--- src/pkg/dac_ctrl_defs.svh ---
// How it works
// RULE1 - Sixteen-bit frames over three-wire link, chainable
// RULE2 - Twelve-bit code is plain unsigned binary
// RULE3 - Power-up clears registers, output at zero
// RULE4 - Clear pin low zeroes output and registers
// RULE5 - After clear, update only on next frame end
// RULE6 - Mode bits zero means normal conversion
// RULE7 - Modes 01 1k, 10 100k, 11 high-Z
// RULE8 - Code still loads while powered down
// RULE9 - Mode bits travel inside every data word
// RULE10 - MSB first on falling edges, top two ignored
// RULE11 - Frame-select rise latches last sixteen bits
// RULE12 - Serial out high-Z idle, sixteen-cycle echo otherwise
`ifndef DAC_CTRL_DEFS_SVH
`define DAC_CTRL_DEFS_SVH

// ****************************************
// Serial word layout
// ****************************************
`define DAC_WORD_BITS 16
`define DAC_CODE_BITS 12
`define DAC_MODE_HI_POS 13
`define DAC_MODE_LO_POS 12

// ****************************************
// Register offsets and reset values
// ****************************************
`define DAC_REG_STATUS 12'h000
`define DAC_REG_CTRL 12'h004
`define DAC_REG_COUNT 12'h008
`define DAC_CTRL_LINK_EN_POS 0
`define DAC_CTRL_RESET 32'h0000_0001
`define DAC_STATUS_MODE_POS 12

`endif

--- src/pkg/dac_ctrl_pkg.sv ---
package dac_ctrl_pkg;
	// Output modes in the order of the two mode bits of the word.
	typedef enum logic [1:0] {
		PD_NORMAL,
		PD_GND_1K,
		PD_GND_100K,
		PD_HIGH_Z
	} pwr_mode_t;

	// Converter state as seen by the analog section.
	typedef struct packed {
		pwr_mode_t mode;
		logic [11:0] code;
	} dac_state_t;
endpackage : dac_ctrl_pkg

--- src/hw/dac_serial_control.sv ---
// Implementation choices: the APB register port and the address map.
`timescale 1ns/10ps
`default_nettype none
`include "dac_ctrl_defs.svh"

module dac_serial_control
	import dac_ctrl_pkg::*;
(
	input wire logic i_sys_clk,
	input wire logic i_reset,
	// Serial link pins; the inputs are asynchronous, the outputs come from system-clock flops.
	input wire logic i_link_clk,
	input wire logic i_frame_sel_n,
	input wire logic i_serial_in,
	input wire logic i_async_zero_n,
	output logic o_serial_out,
	output logic o_serial_out_oe_n,
	// Converter state handed to the analog section.
	output dac_state_t o_analog_out,
	// APB slave.
	input wire logic i_psel,
	input wire logic i_penable,
	input wire logic i_pwrite,
	input wire logic [11:0] i_paddr,
	input wire logic [31:0] i_pwdata,
	output logic [31:0] o_prdata,
	output logic o_pready,
	output logic o_pslverr
);

	// ****************************************
	// Pin synchronisers
	// ****************************************
	// Order: link clock, frame select, serial in, clear.
	logic [3:0] pin_meta_r; // First stage, read only by the second.
	logic [3:0] pin_sync_r; // Second stage, safe for logic.
	logic link_clk_prev_r; // Last sampled link clock level.
	logic frame_prev_r; // Last sampled frame-select level.

	// Two flops per pin; reset constants only.
	// Reset levels match the idle pins (link clock low, frame and clear high).
	// A mismatch here would show a false link edge right after every reset.
	always_ff @(posedge i_sys_clk) begin
		if (i_reset) begin
			pin_meta_r <= 4'h5;
			pin_sync_r <= 4'h5;
			link_clk_prev_r <= 1'b0;
			frame_prev_r <= 1'b1;
		end else begin
			pin_meta_r <= {i_link_clk, i_frame_sel_n, i_serial_in, i_async_zero_n};
			pin_sync_r <= pin_meta_r;
			link_clk_prev_r <= pin_sync_r[3];
			frame_prev_r <= pin_sync_r[2];
		end
	end

	wire link_clk_q = pin_sync_r[3];
	wire frame_q = pin_sync_r[2];
	wire serial_in_q = pin_sync_r[1];
	wire clear_act = ~pin_sync_r[0]; // Clear pin held low, synchronised.
	wire link_fall = link_clk_prev_r & ~link_clk_q;
	wire frame_rise = ~frame_prev_r & frame_q;

	// ****************************************
	// Shift register and converter register
	// ****************************************
	logic [15:0] shift_r; // Input shift register, MSB leaves first; see RULE1.
	logic [11:0] code_r; // Conversion register.
	pwr_mode_t mode_r; // Current output mode.
	logic [31:0] ctrl_r; // Software control word.
	logic [31:0] count_r; // Number of accepted updates.

	wire link_en = ctrl_r[`DAC_CTRL_LINK_EN_POS];
	wire regs_clear = i_reset | clear_act;
	// Shift only inside a frame, on the sampled falling link edge.
	wire do_shift = link_fall & ~frame_q & link_en;
	// Latch only on the frame end seen after any clear has released.
	wire do_update = frame_rise & link_en; // see RULE5
	wire [15:0] shift_nxt = {shift_r[14:0], serial_in_q};
	// Top two bits are dropped; the mode pair rides in every word.
	wire [1:0] mode_bits = {shift_r[`DAC_MODE_HI_POS], shift_r[`DAC_MODE_LO_POS]}; // see RULE9

	// Shift on falling link edges, most significant bit first.
	always_ff @(posedge i_sys_clk) begin
		if (regs_clear) begin
			shift_r <= 16'h0000; // see RULE4
		end else if (do_shift) begin
			shift_r <= shift_nxt; // see RULE10
		end
	end

	// A frame end copies code and mode; code loads even when powered down.
	always_ff @(posedge i_sys_clk) begin
		if (regs_clear) begin
			code_r <= 12'h000; // see RULE3
			mode_r <= PD_NORMAL; // see RULE6
			count_r <= 32'h0000_0000;
		end else if (do_update) begin
			code_r <= shift_r[11:0]; // see RULE11 RULE8
			mode_r <= pwr_mode_t'(mode_bits); // see RULE7
			count_r <= count_r + 32'h0000_0001;
		end
	end

	// The clear pin gates the output with no clock in the path.
	// The code is unsigned; the analog side scales it by code over 4096.
	assign o_analog_out.code = code_r & {12{i_async_zero_n}}; // see RULE2
	assign o_analog_out.mode = i_async_zero_n ? mode_r : PD_NORMAL; // see RULE4

	// Serial out echoes input sixteen falling edges later while framed.
	assign o_serial_out = shift_r[15]; // see RULE12
	assign o_serial_out_oe_n = frame_q; // see RULE12

	// ****************************************
	// APB register slave
	// ****************************************
	logic [31:0] prdata_r; // Read data captured in the setup cycle.

	wire hit_status = (i_paddr == `DAC_REG_STATUS);
	wire hit_ctrl = (i_paddr == `DAC_REG_CTRL);
	wire hit_count = (i_paddr == `DAC_REG_COUNT);
	wire hit_any = hit_status | hit_ctrl | hit_count;
	wire apb_setup = i_psel & ~i_penable;
	wire apb_write = i_psel & i_penable & i_pwrite & hit_ctrl;
	wire [31:0] status_word = {18'h0, mode_r, code_r};
	wire [31:0] rd_mux = hit_status ? status_word :
		hit_ctrl ? ctrl_r :
		hit_count ? count_r : 32'h0000_0000;

	// Control survives a clear so software settings are not lost.
	always_ff @(posedge i_sys_clk) begin
		if (i_reset) begin
			ctrl_r <= `DAC_CTRL_RESET;
		end else if (apb_write) begin
			ctrl_r <= {31'h0, i_pwdata[`DAC_CTRL_LINK_EN_POS]};
		end
	end

	// Read data is registered so the bus sees a flop, not the decoder.
	always_ff @(posedge i_sys_clk) begin
		if (i_reset) begin
			prdata_r <= 32'h0000_0000;
		end else if (apb_setup) begin
			prdata_r <= rd_mux;
		end
	end

	assign o_prdata = prdata_r;
	assign o_pready = 1'b1;
	assign o_pslverr = i_psel & i_penable & ~hit_any;

	// ****************************************
	// Assertions
	// ****************************************
	property p_clear_zero;
		@(posedge i_sys_clk) disable iff (i_reset)
		!i_async_zero_n |-> (o_analog_out.code == 12'h000);
	endproperty
	a_clear_zero: assert property (p_clear_zero) else $error("clear did not zero output"); // see RULE4

	property p_clear_regs;
		@(posedge i_sys_clk) disable iff (i_reset)
		clear_act |=> (code_r == 12'h000) && (mode_r == PD_NORMAL) && (shift_r == 16'h0000);
	endproperty
	a_clear_regs: assert property (p_clear_regs) else $error("clear left state"); // see RULE3

	property p_update_code;
		@(posedge i_sys_clk) disable iff (i_reset)
		(do_update && !clear_act) |=> (code_r == $past(shift_r[11:0]));
	endproperty
	a_update_code: assert property (p_update_code) else $error("code not latched"); // see RULE11

	property p_update_mode;
		@(posedge i_sys_clk) disable iff (i_reset)
		(do_update && !clear_act) |=> (mode_r == $past(shift_r[13:12]));
	endproperty
	a_update_mode: assert property (p_update_mode) else $error("mode not latched"); // see RULE7

	property p_hold;
		@(posedge i_sys_clk) disable iff (i_reset)
		(!frame_rise && !clear_act) |=> $stable(code_r) && $stable(mode_r);
	endproperty
	a_hold: assert property (p_hold) else $error("update without frame end"); // see RULE5

	property p_out_idle;
		@(posedge i_sys_clk) disable iff (i_reset)
		frame_q |-> o_serial_out_oe_n;
	endproperty
	a_out_idle: assert property (p_out_idle) else $error("serial out driven idle"); // see RULE12

	property p_shift;
		@(posedge i_sys_clk) disable iff (i_reset)
		(do_shift && !clear_act) |=> shift_r == {$past(shift_r[14:0]), $past(serial_in_q)};
	endproperty
	a_shift: assert property (p_shift) else $error("shift step wrong"); // see RULE10

	property p_pd_load;
		@(posedge i_sys_clk) disable iff (i_reset)
		(do_update && !clear_act && mode_bits != 2'b00) |=> code_r == $past(shift_r[11:0]);
	endproperty
	a_pd_load: assert property (p_pd_load) else $error("powered-down write lost"); // see RULE8

	property p_no_link;
		@(posedge i_sys_clk) disable iff (i_reset)
		(!link_en && !clear_act) |=> $stable(shift_r);
	endproperty
	a_no_link: assert property (p_no_link) else $error("shift while link disabled"); // see RULE1

	// The clear pin must also force the normal mode, so the output is never left floating.
	property p_mode_zero;
		@(posedge i_sys_clk) disable iff (i_reset)
		!i_async_zero_n |-> (o_analog_out.mode == PD_NORMAL);
	endproperty
	a_mode_zero: assert property (p_mode_zero) else $error("clear left power-down mode"); // see RULE4

	// Each accepted frame end adds exactly one to the update count.
	property p_count;
		@(posedge i_sys_clk) disable iff (i_reset)
		(do_update && !clear_act) |=> (count_r == $past(count_r) + 32'h0000_0001);
	endproperty
	a_count: assert property (p_count) else $error("update count wrong"); // see RULE11

	// Each shift moves the next older bit onto the chained output.
	property p_echo;
		@(posedge i_sys_clk) disable iff (i_reset)
		(do_shift && !clear_act) |=> (o_serial_out == $past(shift_r[14]));
	endproperty
	a_echo: assert property (p_echo) else $error("serial out did not advance"); // see RULE12

endmodule : dac_serial_control
`default_nettype wire

--- config.mk ---
export PLATFORM = sky130hd
export DESIGN_NAME = dac_serial_control
export DESIGN_NICKNAME = d
export VERILOG_FILES = /design/src/pkg/dac_ctrl_pkg.sv /design/src/hw/dac_serial_control.sv
export VERILOG_INCLUDE_DIRS = /design/src /design/src/pkg
export SDC_FILE = /design/constraint.sdc
export NUM_CORES = 1
export LEC_CHECK = 0
export BUFFER_PORTS_ARGS = -buffer_cell sky130_fd_sc_hd__buf_2
export CELL_PAD_IN_SITES_DETAIL_PLACEMENT = 1
export CELL_PAD_IN_SITES_GLOBAL_PLACEMENT = 2
export CORE_ASPECT_RATIO = 0.7
export CORE_MARGIN = 3
export CORE_UTILIZATION = 29
export CTS_BUF_LIST = sky130_fd_sc_hd__clkbuf_4 sky130_fd_sc_hd__clkbuf_8
export DETAILED_ROUTE_END_ITERATION = 7
export PLACE_DENSITY_LB_ADDON = 0.1
export SLEW_MARGIN = 25
export SYNTH_ARGS = -nofsm -noshare
export SYNTH_HDL_FRONTEND = slang
export SYNTH_SLANG_ARGS = --single-unit
--- constraint.sdc ---
create_clock -name i_sys_clk -period 1.7 [get_ports i_sys_clk]
set_input_delay 0 -clock i_sys_clk [delete_from_list [all_inputs] [get_ports i_sys_clk]]
set_output_delay 0 -clock i_sys_clk [all_outputs]
set_load 0.02 [all_outputs]
==> impl_metrics.json <==
{
  "p_per_area_nw_per_um2": 780,
  "critPathKind": "flop to flop",
  "drt_iter0_markers": 117,
  "grtUsageTotal_pct": 15.9,
  "cp_num_buf_inv": 0,
  "die_h_um": 108,
  "fmax_mhz": 604,
  "die_w_um": 152,
  "wl_per_cell_um": 15.9,
  "p_leak_nw": 2.30,
  "area_growth_pct": 30.8,
  "cts_tree": "built",
  "first_pass_iters": 4,
  "ys_seq_area_share_pct": 48.6,
  "dr_total_vias": 3949,
  "rows": 36,
  "crit_required_ns": 2.01,
  "worstPathArrival_ns": 1.96,
  "drc": 0,
  "p_total_mw": 4.41,
  "fin_skew_ns": 0.0149,
  "io_pins": 103,
  "drive_above_1_share_pct": 32.1,
  "globalRouteOverflowTotal": 0,
  "nNetsFinal": 652,
  "cpPeakStageDelay_ns": 0.58,
  "finalCritPeriodShare_pct": 97.4,
  "dp_hpwl_um": 9120,
  "grt_max_degree": 35,
  "layout_min_cycle_time_ns": 1.66,
  "tightest_slew_ns": 0.670,
  "cts_made_buffers": 9,
  "cts_sinks": 105,
  "final_cells": 792,
  "cp_cell_sequence": "nand4_2 > or4_4 > or3_1 > a21oi_1",
  "ys_ff_latch": 105,
  "grt_antenna_before_repair": 0,
  "r2r_setup_slack_ns": 0.04,
  "vdd_drop_max_uv": 359,
  "hold_ws_ns": 0.0700,
  "cts-root-buf": "clkbuf_8",
  "async_flop_share_pct": 0,
  "setup_viol": 0,
  "cp_max_fo": 6,
  "avgSynthCellArea_sq_um": 8.90,
  "ant_nets": 0,
  "synth_nets": 540,
  "ys_types": 47,
  "syn_inst": 486,
  "path_clk_slew_ns": 0.10,
  "htreeDepth": 3,
  "totalWireLength_um": 12600,
  "final_util_pct": 39.7,
  "synth_area_sq_um": 4320,
  "insertion_delay_ns": 0.37,
  "hp-class": "input port to flop",
  "yosysWarnings": 0,
  "crit_path_top_delay_cell": "or4_4",
  "gp_congestion": 0.776,
  "grt_setup_unrepaired": "true",
  "critPathTopFamily": "simple AND/OR/NAND/NOR gates",
  "synth_edf_count": 0,
  "crit_path_start_kind": "flop",
  "grt_first_pass_wirelength_um": 21400,
  "portBuffers": 70,
  "cap_viol_max_count": 0,
  "cts_buffer_depth": 2,
  "die-area_sq_um": 16400,
  "timing.slew.headroom_pct": 55.3,
  "ys.flop_type": "dfxtp_1",
  "drv_slew": 0,
  "antenna_cells": 0,
  "first_global_vias": 4179,
  "dp.cells": 767,
  "hold_viol_final": 0,
  "viasPerCell": 4.99,
  "endpoint_kind": "flop",
  "core_sq_um": 14200,
  "initial_core_util_pct": 30.4,
  "status": "complete, no violations"
}
## path summary, 6_finish.rpt
path | endpoint | cells past startpoint | start
setup reg to reg | count_r[14] | 4 | count_r[7]
hold / removal | pin_meta_r[0] | 2 | i_async_zero_n
hold reg to reg | pin_sync_r[2] | 1 | pin_meta_r[2]
setup / recovery | count_r[14] | 4 | count_r[7]
## cells by family (layout without fill, tap and decap cells)
family,count (synthesis),count (layout),synth area share (%)
other,1,1,0.0867
AOI/OAI and AO/OA,103,103,15.4
DFF,105,105,48.6
xor gates and xnor gates,9,9,1.82
adders and majority gates,1,1,0.289
buffers and inverters,39,153,3.76
and+or+nand+nor,210,212,25.5
muxes,18,18,4.54
## synthesized netlist by cell type, types with 4 or more instances
cell | number | area share, %
dfxtp_1 | 105 | 49
nand2_1 | 83 | 7.2
a21oi_1 | 48 | 5.6
nor2_1 | 27 | 2.3
clkbuf_1 | 22 | 1.9
a22o_1 | 18 | 3.6
and2_1 | 16 | 2.3
a22oi_1 | 13 | 2.3
mux2_2 | 13 | 3.4
nand4_1 | 10 | 1.4
nand3_1 | 9 | 1.0
o31ai_1 | 9 | 1.6
or4_1 | 9 | 1.6
nor2b_1 | 8 | 1.2
nor4_1 | 8 | 1.2
o21ai_0 | 7 | 0.81
and4_1 | 6 | 1.2
buf_1 | 6 | 0.52
and3_1 | 5 | 0.72
inv_1 | 5 | 0.43
mux2i_1 | 5 | 1.2
nand2b_1 | 5 | 0.72
or2_2 | 5 | 0.72
or3_1 | 5 | 0.72
xnor2_1 | 5 | 1.0
buf_2 | 4 | 0.46
xor2_1 | 4 | 0.81
## sequential cells by signal, summed over array words and instances (netlist names)
name and count:
count_r 32, o_prdata 32, shift_r 16, code_r 12, pin_meta_r 4, pin_sync_r 4, mode_r 2, ctrl_r 1
frame_prev_r 1, link_clk_prev_r 1
## routing by layer
layer | vias to the layer above | global-route usage [%] | routed length, um
met4 | 0 | 4.11 | 104
met1 | 1923 | 22.0 | 6640
met2 | 64 | 25.2 | 5440
met3 | 9 | 3.68 | 449
met5 | - | 0 | 0
li1 | 1953 | - | -
## where the power goes
part           internal (mW)  switching [mW]  total, mW
registers               2.47         0.00469       2.47
logic                 0.0657           0.117      0.183
clock network          0.885           0.871       1.76
## cell usage in the layout, fill, tap and decap left out, types with 5 or more instances in the layout
| master | synthesis | layout |
|---|---|---|
| buf_2 | 4 | 70 |
| nor4_1 | 8 | 5 |
| nor2b_1 | 8 | 8 |
| or2_2 | 5 | 5 |
| or4_1 | 9 | 9 |
| mux2_2 | 13 | 13 |
| dfxtp_1 | 105 | 95 |
| and2_1 | 16 | 15 |
| nand2b_1 | 5 | 5 |
| nor2_1 | 27 | 27 |
| dfxtp_2 | 0 | 8 |
| clkbuf_8 | 0 | 10 |
| inv_1 | 5 | 5 |
| mux2i_1 | 5 | 5 |
| buf_4 | 1 | 53 |
| a22oi_1 | 13 | 13 |
| o31ai_1 | 9 | 9 |
| or3_1 | 5 | 5 |
| o21ai_0 | 7 | 7 |
| nand3_1 | 9 | 9 |
| dlygate4sd3_1 | 0 | 7 |
| nand4_1 | 10 | 10 |
| xnor2_1 | 5 | 5 |
| a21oi_1 | 48 | 47 |
| a22o_1 | 18 | 18 |
| nand2_1 | 83 | 80 |
## what timing repair did
| item | CTS | global route |
|---|---|---|
| buffers inserted | 0 | 1 |
| endpoints found under the hold margin | 5 | 0 |
| hold buffers | 7 | 0 |
| pin swaps | 1 | 6 |
| cloned | 2 | 0 |
| resized for setup | 12 | 27 |
| endpoints found under the setup margin | 15 | 22 |
## cell type report
cell class	instances	area [sq um]
fill	1687	8580
multi-input combinational	344	2200
sequential	105	2120
timing repair buffer	133	861
tap	190	238
clock buffer	11	145
clock inverter	4	76.3
inverter	5	18.8
## per-stage QoR
step / setup slack (ns) / TNS, ns / area [sq um]
6_report: 0.0441 / 0 / 5650
5_1_grt: -0.0255 / -0.0401 / 5650
4_1_cts: 0.000295 / 0 / 5560
3_5_place_dp: -0.230 / -1.31 / 5200
3_3_place_gp: -0.145 / -0.319 / 5200
2_1_floorplan: 0.0411 / 0 / 4330
(Power assumes the default switching activity.)
